File: src/hw/isrp_cfg.svh
// Offsets, bit positions and reset values of the I2C slave receive path
// How it works
// Matching write address clears direction bit, loads buffer, gets acknowledged.
// Buffer full or overflow set means address is not acknowledged.
// Event flag set per byte; only software clears it.
// Stretch enable holds SCL low after each byte until release set.
// Start sets begin flag; event only with start interrupt enabled.
// Acked address or plain data byte drives SDA low, raises event.
// Reading the shift buffer clears buffer full.
// Stop sets halt flag and returns the bus to idle.
// Address hold: event and clock release cleared at 8th falling edge.
// Data hold: event and clock release cleared at 8th falling edge.
// Acknowledge phase flag shows event came before or after acknowledge.
// Software writes answer value, then sets release; device sends it.
// Event after 9th falling edge when acked, never after not-acknowledge.
// Hold modes with stretch enable also stretch after the acknowledge.
// Stop without stop interrupt enable raises no event.
// General call enable accepts address 0x00 as a match.
// Acknowledge status reads 1 when not acknowledged, 0 when acknowledged.
// Answer bit value 1 sends not-acknowledge, 0 sends acknowledge.
// Master mode acknowledge trigger clears itself.
// Master mode: receive enable; stop, repeated start, start triggers self-clear; the code clears bits 4, 2, 1, 0 but keeps receive enable (bit 3) set.
// Slave mode bit 0 enables stretching; clear means none.
// While busy, trigger bits cannot be set, buffer writes are dropped.
// Upper seven address bits compared with own address, exact match.
`ifndef ISRP_CFG_SVH
`define ISRP_CFG_SVH
`define ISRP_A_BUF  4'h0
`define ISRP_A_STAT 4'h1
`define ISRP_A_CON1 4'h2
`define ISRP_A_CON2 4'h3
`define ISRP_A_CON3 4'h4
`define ISRP_A_OWN  4'h5
`define ISRP_A_EVT  4'h6
`define ISRP_C1_OV  6
`define ISRP_C1_CK  4
`define ISRP_C1_MS  3
`define ISRP_C2_GC  7
`define ISRP_C2_AS  6
`define ISRP_C2_AD  5
`define ISRP_C2_SEN 0
`define ISRP_C2_AUTO 8'he8
`define ISRP_C3_AT  7
`define ISRP_C3_PC  6
`define ISRP_C3_SC  5
`define ISRP_C3_BO  4
`define ISRP_C3_AH  1
`define ISRP_C3_DH  0
`define ISRP_CON1_RST 8'h10
`define ISRP_CON2_RST 8'h00
`define ISRP_CON3_RST 8'h00
`define ISRP_OWN_RST  8'h00
`define ISRP_BITS_ACK 4'h8
`define ISRP_BITS_END 4'h9
`endif

File: src/hw/isrp_pkg.sv
// Types of the I2C slave receive path
`default_nettype none
package isrp_pkg;
    typedef enum logic [1:0] {
        ISRP_IDLE,
        ISRP_ADDR,
        ISRP_DATA,
        ISRP_SKIP
    } isrp_st_e;

    typedef struct packed {
        isrp_st_e   st;
        logic [3:0] cnt;
        logic [7:0] sh;
        logic [7:0] rxb;
        logic [7:0] own;
        logic [7:0] con1;
        logic [7:0] con2;
        logic [7:0] con3;
        logic [7:0] rdat;
        logic       bf;
        logic       rw;
        logic       sb;
        logic       pb;
        logic       da;
        logic       evt;
        logic       ackd;
        logic       pend;
        logic       strch;
        logic       sclo;
        logic       sdao;
        logic       scl_m;
        logic       scl_s;
        logic       scl_p;
        logic       sda_m;
        logic       sda_s;
        logic       sda_p;
    } isrp_state_s;
endpackage : isrp_pkg
`default_nettype wire

File: src/hw/isrp_top.sv
// I2C slave receive path with register port and open-drain pins
`include "isrp_cfg.svh"
`default_nettype none
module isrp_top (
    input  wire logic       clock,
    input  wire logic       rst_n,
    input  wire logic       clk_en,
    input  wire logic [3:0] reg_addr,
    input  wire logic [7:0] reg_wdata,
    input  wire logic       reg_wr,
    input  wire logic       reg_rd,
    output logic      [7:0] reg_rdata,
    input  wire logic       scl_in,
    output logic            scl_out,
    output logic            scl_oe,
    input  wire logic       sda_in,
    output logic            sda_out,
    output logic            sda_oe,
    output logic            event_flag
);

    isrp_pkg::isrp_state_s q;
    isrp_pkg::isrp_state_s d;

    logic       rise;
    logic       fall;
    logic       start_ev;
    logic       stop_ev;
    logic       busy;
    logic       in_byte;
    logic       is_adr;
    logic       f8;
    logic       f9;
    logic       match;
    logic       hold;
    logic       ovf_c;
    logic       ack_ok;
    logic [7:0] stat;

    // Edges seen on the synchronised copies only
    assign rise     = q.scl_s & ~q.scl_p;
    assign fall     = ~q.scl_s & q.scl_p;
    assign start_ev = q.scl_s & q.scl_p & q.sda_p & ~q.sda_s;
    assign stop_ev  = q.scl_s & q.scl_p & ~q.sda_p & q.sda_s;

    // Byte position and phase
    assign busy    = q.st != isrp_pkg::ISRP_IDLE;
    assign in_byte = (q.st == isrp_pkg::ISRP_ADDR) | (q.st == isrp_pkg::ISRP_DATA);
    assign is_adr  = q.st == isrp_pkg::ISRP_ADDR;
    assign f8      = fall & in_byte & (q.cnt == `ISRP_BITS_ACK);
    assign f9      = fall & in_byte & (q.cnt == `ISRP_BITS_END);

    // Own address or enabled general call
    assign match = (q.sh[7:1] == q.own[7:1])
                 | (q.con2[`ISRP_C2_GC] & (q.sh == 8'h00));

    // Hold option that applies to the byte just taken
    assign hold = is_adr ? q.con3[`ISRP_C3_AH] : q.con3[`ISRP_C3_DH];

    // Overflow refuses the byte unless override is on
    assign ovf_c  = q.bf | q.con1[`ISRP_C1_OV];
    assign ack_ok = ~ovf_c | q.con3[`ISRP_C3_BO];

    // Status byte as software sees it
    assign stat = {2'h0, q.da, q.pb, q.sb, q.rw, 1'b0, q.bf};

    // Next state of the whole block
    always_comb begin
        d = q;
        d.rdat = 8'h00;

        // Two flops before any logic looks at the pins
        d.scl_m = scl_in;
        d.scl_s = q.scl_m;
        d.scl_p = q.scl_s;
        d.sda_m = sda_in;
        d.sda_s = q.sda_m;
        d.sda_p = q.sda_s;

        // Sequence triggers finish at once; sequencing lives elsewhere
        if (q.con1[`ISRP_C1_MS]) begin
            d.con2 = q.con2 & `ISRP_C2_AUTO;
        end

        // Register writes
        if (reg_wr) begin
            case (reg_addr)
                `ISRP_A_BUF: begin
                    if (!busy) begin
                        d.rxb = reg_wdata;
                    end
                end
                `ISRP_A_CON1: begin
                    d.con1 = reg_wdata;
                end
                `ISRP_A_CON2: begin
                    // Busy port may clear triggers but never set them
                    d.con2 = {reg_wdata[7], q.con2[6], reg_wdata[5],
                              busy ? (q.con2[4:0] & reg_wdata[4:0])
                                   : reg_wdata[4:0]};
                end
                `ISRP_A_CON3: begin
                    d.con3 = {q.con3[7], reg_wdata[6:0]};
                end
                `ISRP_A_OWN: begin
                    d.own = {reg_wdata[7:1], 1'b0};
                end
                `ISRP_A_EVT: begin
                    d.evt = q.evt & reg_wdata[0];
                end
                default: begin
                end
            endcase
        end

        // Register reads, data stand one cycle later
        if (reg_rd) begin
            case (reg_addr)
                `ISRP_A_BUF: begin
                    d.rdat = q.rxb;
                    d.bf   = 1'b0;
                end
                `ISRP_A_STAT: d.rdat = stat;
                `ISRP_A_CON1: d.rdat = q.con1;
                `ISRP_A_CON2: d.rdat = q.con2;
                `ISRP_A_CON3: d.rdat = q.con3;
                `ISRP_A_OWN:  d.rdat = q.own;
                `ISRP_A_EVT:  d.rdat = {7'h00, q.evt};
                default:      d.rdat = 8'h00;
            endcase
        end

        // Software chose the answer and released the clock
        if (q.pend && q.con1[`ISRP_C1_CK]) begin
            d.pend = 1'b0;
            d.sdao = ~q.con2[`ISRP_C2_AD];
            d.ackd = ~q.con2[`ISRP_C2_AD];
        end

        // Bus conditions first; hardware sets after software clears
        if (start_ev) begin
            d.st   = isrp_pkg::ISRP_ADDR;
            d.cnt  = 4'h0;
            d.sb   = 1'b1;
            d.pb   = 1'b0;
            d.sdao = 1'b0;
            d.pend = 1'b0;
            d.ackd = 1'b0;
            d.con3[`ISRP_C3_AT] = 1'b0;
            if (q.con3[`ISRP_C3_SC]) begin
                d.evt = 1'b1;
            end
        end else if (stop_ev) begin
            d.st   = isrp_pkg::ISRP_IDLE;
            d.pb   = 1'b1;
            d.sb   = 1'b0;
            d.sdao = 1'b0;
            d.pend = 1'b0;
            d.ackd = 1'b0;
            d.con3[`ISRP_C3_AT] = 1'b0;
            if (q.con3[`ISRP_C3_PC]) begin
                d.evt = 1'b1;
            end
        end else begin
            case (q.st)
                isrp_pkg::ISRP_ADDR,
                isrp_pkg::ISRP_DATA: begin
                    if (rise && q.cnt != `ISRP_BITS_END) begin
                        // Eight data bits, then the answer bit
                        if (q.cnt == `ISRP_BITS_ACK) begin
                            d.con2[`ISRP_C2_AS] = q.sda_s;
                        end else begin
                            d.sh = {q.sh[6:0], q.sda_s};
                        end
                        d.cnt = q.cnt + 4'h1;
                    end else if (f8) begin
                        d.con3[`ISRP_C3_AT] = 1'b1;
                        if (is_adr && (!match || q.sh[0])) begin
                            // Not ours, or a read: stay off the bus
                            d.st = isrp_pkg::ISRP_SKIP;
                            d.con3[`ISRP_C3_AT] = 1'b0;
                        end else begin
                            d.da = ~is_adr;
                            if (is_adr) begin
                                d.rw = 1'b0;
                            end
                            if (q.bf) begin
                                d.con1[`ISRP_C1_OV] = 1'b1;
                            end
                            if (hold) begin
                                // Software decides the answer
                                d.rxb   = q.sh;
                                d.bf    = 1'b1;
                                d.evt   = 1'b1;
                                d.con1[`ISRP_C1_CK] = 1'b0;
                                d.strch = 1'b1;
                                d.pend  = 1'b1;
                            end else if (ack_ok) begin
                                d.rxb  = q.sh;
                                d.bf   = 1'b1;
                                d.sdao = 1'b1;
                                d.ackd = 1'b1;
                            end
                        end
                    end else if (f9) begin
                        d.sdao = 1'b0;
                        d.cnt  = 4'h0;
                        d.ackd = 1'b0;
                        d.con3[`ISRP_C3_AT] = 1'b0;
                        if (q.ackd) begin
                            d.evt = 1'b1;
                            d.st  = isrp_pkg::ISRP_DATA;
                            if (q.con2[`ISRP_C2_SEN]) begin
                                d.con1[`ISRP_C1_CK] = 1'b0;
                                d.strch = 1'b1;
                            end
                        end else begin
                            d.st = isrp_pkg::ISRP_SKIP;
                        end
                    end
                end
                default: begin
                end
            endcase
        end

        // Release ends any stretch
        if (d.con1[`ISRP_C1_CK]) begin
            d.strch = 1'b0;
        end

        // One extra low cycle gives SDA setup before SCL rises
        d.sclo = (d.strch & ~d.con1[`ISRP_C1_CK]) | q.pend;
    end

    // Single state register, frozen while the enable is low
    always_ff @(posedge clock) begin
        if (!rst_n) begin
            q       <= '0;
            q.con1  <= `ISRP_CON1_RST;
            q.con2  <= `ISRP_CON2_RST;
            q.con3  <= `ISRP_CON3_RST;
            q.own   <= `ISRP_OWN_RST;
            q.scl_m <= 1'b1;
            q.scl_s <= 1'b1;
            q.scl_p <= 1'b1;
            q.sda_m <= 1'b1;
            q.sda_s <= 1'b1;
            q.sda_p <= 1'b1;
        end else if (clk_en) begin
            q <= d;
        end
    end

    // Pins are open drain: only ever pulled low
    assign scl_out    = 1'b0;
    assign sda_out    = 1'b0;
    assign scl_oe     = q.sclo;
    assign sda_oe     = q.sdao;
    assign reg_rdata  = q.rdat;
    assign event_flag = q.evt;
endmodule : isrp_top
`default_nettype wire

File: config.mk
export PLATFORM = sky130hd
export DESIGN_NAME = isrp_top
export DESIGN_NICKNAME = d
export VERILOG_FILES = /design/src/hw/isrp_pkg.sv /design/src/hw/isrp_top.sv
export VERILOG_INCLUDE_DIRS = /design/src /design/src/hw
export SDC_FILE = /design/constraint.sdc
export NUM_CORES = 1
export LEC_CHECK = 0
export BUFFER_PORTS_ARGS = -buffer_cell sky130_fd_sc_hd__buf_2
export CAP_MARGIN = 20
export CORE_MARGIN = 2
export CORE_UTILIZATION = 54
export DETAILED_ROUTE_END_ITERATION = 10
export GPL_ROUTABILITY_DRIVEN = 0
export HOLD_SLACK_MARGIN = 0.03
export PLACE_DENSITY = 0.83
export SYNTH_ARGS = -nofsm -noshare
export SYNTH_HDL_FRONTEND = slang
export SYNTH_SLANG_ARGS = --single-unit
File: constraint.sdc
create_clock -name clock -period 2.3 [get_ports clock]
set_clock_uncertainty 0.1 [all_clocks]
set_input_delay 0.115 -clock clock [delete_from_list [all_inputs] [get_ports clock]]
set_output_delay 0.115 -clock clock [all_outputs]
set_load 0.005 [all_outputs]
==> metrics.txt, run 1 <==
total wire length=about 11 mm; compound-gate portion of the synthesized area=0.2030; Seq cells post-synth=77; WP data required=2490 ps; Setup crit start kind=register; top cell type's share of synthesized area=0.3728; num ports=32; PostCTS Resize Cnt=0; share of cells above drive strength 1=0.1654; peak supply drop=352.3 uV; DR iter-0 viols=447; Worst-Margin Slew=696.4 ps; DRC errors left=0; filler cell count in the final layout=about 600; DR vias=3896; drt pass-1 iters=5; # rows=31; most common cell after layout, fill and taps aside=dfxtp_1; Nets=545; die area=0.008374 sq mm; post-synthesis cell count=483; final std cells w/o fill=~630; DP Cell Count=roughly 600; Yosys cell types=63; Top delay family on crit path=simple AND/OR/NAND/NOR gates; slew margin rel.=0.5348; area share of fa/ha/maj cells after synthesis=0.01513; clock slew at the register clock pins of the worst setup and hold paths=70 ps; EDFF count, synth=0; post-synth top area cell=dfxtp_1; number of routed nets with antenna violations=0; Worst Setup End Kind=register; largest family of logic cells by synthesized area=simple AND/OR/NAND/NOR gates; Die Y=91.51 um; CP peak stage delay=650 ps; crit path max-delay cell type=or4_4; ys flop type=dfxtp_1; sequential element share of the synthesized area=0.3728; Antenna Cells=0; global-route wire length before repair=18.80 mm; Bufs on Longest Clock Path=2; area grow syn2layout=14.31%; initial core utilization=0.5641; unrepaired setup endpoints after global routing=no; Switch Pwr=just under 0.0007 W; clk sinks=just under 80; fin crit share=0.9471; commonest non-fill, non-tap cells in the layout=77 x dfxtp_1, 46 x nor2_1, 44 x nand2_1; Die X=around 92 um; internal power=roughly 0.002 W; synthesized area=0.004135 sq mm; port bufs=29; initial antenna violation count=0; number of global-route vias before repair=3763; Hold Worst Slack=170.6 ps; Post-synth ARST share=0; remaining global-route overflow=0; power per cell area=577.9 mW/mm^2; Pwr Total=0.002732 W; Hold WC Path Type=in -> reg; Final min period=2178 ps; Syn Area/Cell=8.562 sq um; crit path max fanout=9; crit path DAT=~2400 ps; outcome=complete, no violations; total negative setup slack=0 ps; Lkg Pwr=1.723 nW; synthesized-area fraction occupied by and/or/nand/nor cells=0.2172; Reg power frac=0.504; CTS tree=done; buffers and inverters on the worst path=1; clk_lat worst skew=370 ps; HPWL after DPL=8.102 mm; clock root buffer=clkbuf_8; XOR/XNOR share of the synthesized area=0.01694; yosys warns=0; cell-by-cell trace of the critical path=inv_1 -> ha_1 -> nand3b_1 -> or2_0 -> or4_4 -> o221ai_2; final hold vios=0; Clock H-tree levels=3; Comb pwr share=0.094; Reg2Reg Setup Slack=about 120 ps; Max Cap Viol=0; Setup violations, final=0; Max Transition Viols Final=0; Total GRT Usage=0.2814; post-synthesis mux area share=0.1044; Sw Ratio=0.2532; core area=0.007331 sq mm; Via density=6.234; synth top area cells=dfxtp_1 37%, mux2i_1 10%, a21oi_1 4.4%, nor2_1 4.2%, nand2_1 4.0%; DR WL/cell=18.25 um; cts bufs inserted=9; FMAX=459.1 MHz; clock network power share=0.403; largest net degree at the start of global routing=25; critical path class=reg -> reg
## kinds of logic (layout without fill, tap and decap cells)
logic type / count (synthesis) / after routing
xor+xnor: 8 / 8
compound gates: 116 / 116
simple gates: 173 / 173
fa+ha+maj: 5 / 5
flops: 77 / 77
buf+inv: 60 / 102
mux: 43 / 43
other cells: 1 / 2
## tightest hold or removal path: stages
cell	delay, ps
buf_2	170
nand2_1	100
mux2i_1	70
a31oi_1	140
## final cells by class
type	count	area (sq um)	area share
multi-input cells	347	2310	0.4886
flip-flops and latches	77	1541	0.3261
repair buffers	64	457.9	0.09688
clock buffers	13	168.9	0.03573
well taps	99	123.9	0.02620
inverters	22	82.58	0.01747
clock inverters	3	42.54	0.008999
## path summary, 6_finish.rpt
check / start / end / cells past startpoint
setup / recovery: q[73] / q[64] / 6
hold / removal: reg_wr / q[47] / 4
setup reg to reg: q[73] / q[64] / 6
hold reg to reg: reg_rdata[3] / reg_rdata[3] / 2
## state kept, by name, summed over array words and instances, names as in the netlist
| signal | count |
|---|---|
| d | 4 |
| q | 62 |
| reg_rdata | 8 |
| scl_oe | 1 |
| sda_oe | 1 |
| event_flag | 1 |
## per-layer routing
metal	share of wire	GRT usage
met1	0.42	0.3791
met2	0.46	0.4406
met3	0.087	0.04398
met4	0.029	0.1313
met5	0	0
## Yosys cell counts (8+ instances only)
library cell / n
o21ai_0: 19
nand3_1: 13
dfxtp_1: 77
clkbuf_1: 18
inv_1: 22
and3_1: 8
nor2b_1: 8
mux2i_1: 42
a22oi_1: 8
a21oi_1: 36
o221ai_2: 8
nor3_1: 11
and2_1: 8
nand2_1: 44
buf_4: 11
nor2_1: 46
nand4_1: 8
xnor2_1: 8
## power by group through the flow
stage / combinational, W / sequential (W) / clock [W]
after detailed placement: 0.000224 / 0.00141 / 0
after global routing: 0.000277 / 0.00138 / 0.00114
final: 0.000256 / 0.00138 / 0.00110
after CTS: 0.000245 / 0.00137 / 0.00110
after floorplan: 0.000156 / 0.00139 / 0
after global placement: 0.000218 / 0.00141 / 0
## repair_timing
item	4_1_cts	5_1_grt
endpoints found under the hold margin	33	0
endpoints found under the setup margin	0	8
buffers inserted	0	1
hold buffers	15	0
## through the flow
stage	setup WS [ps]	instance area, sq um	util
final	121.7	4727	0.6448
after global routing	59.80	4727	0.6448
after CTS	73.52	4707	0.6421
after detailed placement	89.99	4345	0.5928
after global placement	169.4	4345	0.5928
after floorplan	87.04	4139	-
Power figures use the tool's default switching activity.
==> run 2: changes to the inputs <==
--- a/config.mk
+++ b/config.mk
@@ -8,12 +8,13 @@
 export LEC_CHECK = 0
 export BUFFER_PORTS_ARGS = -buffer_cell sky130_fd_sc_hd__buf_2
 export CAP_MARGIN = 20
+export CORE_ASPECT_RATIO = 1.2
 export CORE_MARGIN = 2
-export CORE_UTILIZATION = 54
+export CORE_UTILIZATION = 30
 export DETAILED_ROUTE_END_ITERATION = 10
 export GPL_ROUTABILITY_DRIVEN = 0
 export HOLD_SLACK_MARGIN = 0.03
-export PLACE_DENSITY = 0.83
+export PLACE_DENSITY = 0.54
 export SYNTH_ARGS = -nofsm -noshare
 export SYNTH_HDL_FRONTEND = slang
 export SYNTH_SLANG_ARGS = --single-unit
==> run 2 against run 1 <==
  * Sequential power is essentially flat
  * Fmax grew 0.23%
  * Cell area grew 3.1%
  * Via count shrank 4.1%
  * First-iteration DRC count shrank 62%
  * Largest cell class unchanged
  * Setup slack gained 4.9 ps
  * Critical path depth grew 2
  * Worst hold slack lost 130 ps
  * Power grew 11%
  * Clock power grew 27%
  * Cell count grew 11%
==> metrics.txt, run 2 (synthesized netlist as in run 1, its figures left out) <==
largest net degree at the start of global routing=27 (+8.0%); crit path max fanout=8 (-1); Sw Ratio=0.2435 (-0.009669); internal power=0.002296 W (+13%); Sequential Area=0.001541 sq mm (unchanged); Reg-to-Reg Start=q[77]; Crit path top cell by count=buf_4; Final min period=2173 ps (-4.917 ps); core area=0.01364 sq mm (+86%); num ports=32 (unchanged); initial antenna violation count=0 (unchanged); fin crit share=0.9449 (-0.002138); Place WS=81.57 ps (-8.413 ps); Pwr Total=0.003034 W (+11%); Setup crit start kind=register; Comb pwr share=0.085 (-0.009); DR iter-0 viols=169 (-62%); Die Y=132.6 um (+45%); clk_lat worst skew=340 ps (-30 ps); final hold vios=0 (unchanged); slew margin rel.=0.5224 (-0.01233); remaining global-route overflow=0 (unchanged); global-route wire length before repair=20.10 mm (+6.9%); Max Transition Viols Final=0 (unchanged); FMAX=460.1 MHz (+0.23%); WP data required=2410 ps (-80 ps); clock network power share=0.461 (+0.058); Worst Setup End Kind=register; Max Cap Viol=0 (unchanged); Clock H-tree levels=3 (unchanged); Bufs on Longest Clock Path=2 (unchanged); terminus of the critical flop-to-flop path=q[71]; utilization after layout=0.3572 (-0.2876); final std cells w/o fill=695 (+11%); critical path class=reg -> reg; clk sinks=77 (unchanged); crit path max-delay cell type=dfxtp_1; total wire length=12.58 mm (+10%); crit path DAT=2280 ps (-80 ps); Die X=111.2 um (+21%); clock slew at the register clock pins of the worst setup and hold paths=60 ps (about the same); commonest non-fill, non-tap cells in the layout=77 x dfxtp_1, 46 x nor2_1, 44 x nand2_1; cts bufs inserted=9 (unchanged); unrepaired setup endpoints after global routing=no; DRC errors left=0 (unchanged); drt pass-1 iters=4 (-1); R2R depth=8 (+2); Multi-input gate area=0.002310 sq mm (unchanged); clock root buffer=clkbuf_16; number of global-route vias before repair=3665 (-2.6%); Antenna Cells=0 (unchanged); Switch Pwr=0.0007389 W (+6.8%); CTS tree=done; Total GRT Usage=0.1743 (-0.1071); total negative setup slack=0 ps (unchanged); number of routed nets with antenna violations=0 (unchanged); Hold Path Stages=3 (-1); Hold WC Path Type=in -> reg; max FFs per register=62 (unchanged); outcome=complete, no violations; peak supply drop=324.4 uV (-7.9%); area grow syn2layout=17.85%; hold_sp=reg_wdata[3]; # rows=47 (+52%); port bufs=29 (unchanged); filler cell count in the final layout=1435 (+140%); power per cell area=622.6 mW/mm^2 (+7.7%); Lkg Pwr=1.765 nW (+2.5%); DR WL/cell=18.09 um (-0.86%); Nets=543 (-0.37%); Via density=5.377 (-14%); die area=0.01474 sq mm (+76%); CP peak stage delay=370 ps (-280 ps); cell-by-cell trace of the critical path=inv_1 -> ha_1 -> buf_4 -> nand4_1 -> nor2b_1 -> buf_4 -> mux2i_1 -> nor2_1; share of cells above drive strength 1=0.1756 (+0.01017); DP Cell Count=668 (+13%); Reg2Reg Setup Slack=130 ps (about the same); DR vias=3737 (-4.1%); PostCTS Resize Cnt=0 (unchanged); initial core utilization=0.3031 (-0.2610); Top reg by flops=q; Hold Path End=q[44]; HPWL after DPL=9.380 mm (+16%); Worst-Margin Slew=709.8 ps (+13.39 ps); most common cell after layout, fill and taps aside=dfxtp_1; Reg power frac=0.454 (-0.050); final setup margin=126.6 ps (+4.917 ps); Setup violations, final=0 (unchanged)
[run 2: routing by layer]
metal,GRT usage,vias up,wire length [um]
met5,0,-,0
met4,0.07682,0,364
met3,0.03023,22,577
met2,0.2913,112,6076
met1,0.2206,1806,5557
li1,-,1797,-
[run 2: critical path, delay by kind of cell, from the launching register on]
kind	cells	cell delay, ps
multiplexers	1	210
AND/OR/NAND/NOR	3	580
buffers and inverters	3	470
adder cells (fa/ha/maj)	1	330
flip-flops	1	370
[run 2: how the worst max path moves through the flow]
| stage | startpoint | end | slack (ps) | cells after the start |
|---|---|---|---|---|
| 2_1_floorplan | q[77] | q[57] | 90 | 8 |
| 3_5_place_dp | q[77] | q[58] | 80 | 7 |
| 4_1_cts | q[77] | q[58] | 80 | 7 |
| 6_report | q[77] | q[71] | 130 | 8 |
| 3_3_place_gp | q[77] | q[63] | 180 | 7 |
| 5_1_grt | q[77] | q[71] | 10 | 8 |
[run 2: layout make-up]
class                           count  area share
Multi-Input combinational cell    347      0.4739
Sequential cell                    77      0.3163
Timing Repair Buffer               62     0.08780
Clock buffer                       13     0.05751
Tap cell                          171     0.04390
Inverter                           22     0.01694
Clock inverter                      3    0.003594
[run 2: through the flow]
step                instance area (sq um)  hold slack [ps]
floorplan                            4139            143.4
global placement                     4458            232.1
detailed placement                   4458            236.2
CTS                                  4846            38.55
global route                         4873            51.53
finish                               4873            38.51
[run 2: power by group through the flow]
stage                     logic [W]  clock network (W)  registers (W)
after floorplan            0.000156                  0        0.00139
after global placement     0.000237                  0        0.00141
after detailed placement   0.000240                  0        0.00141
after CTS                  0.000253            0.00142        0.00138
after global routing       0.000282            0.00148        0.00138
final                      0.000258            0.00140        0.00138
[run 2: what timing repair did]
item | in CTS | in global routing
endpoints found under the setup margin | 0 | 9
endpoints found under the hold margin | 18 | 0
buffers inserted | 0 | 2
hold buffers | 9 | 0
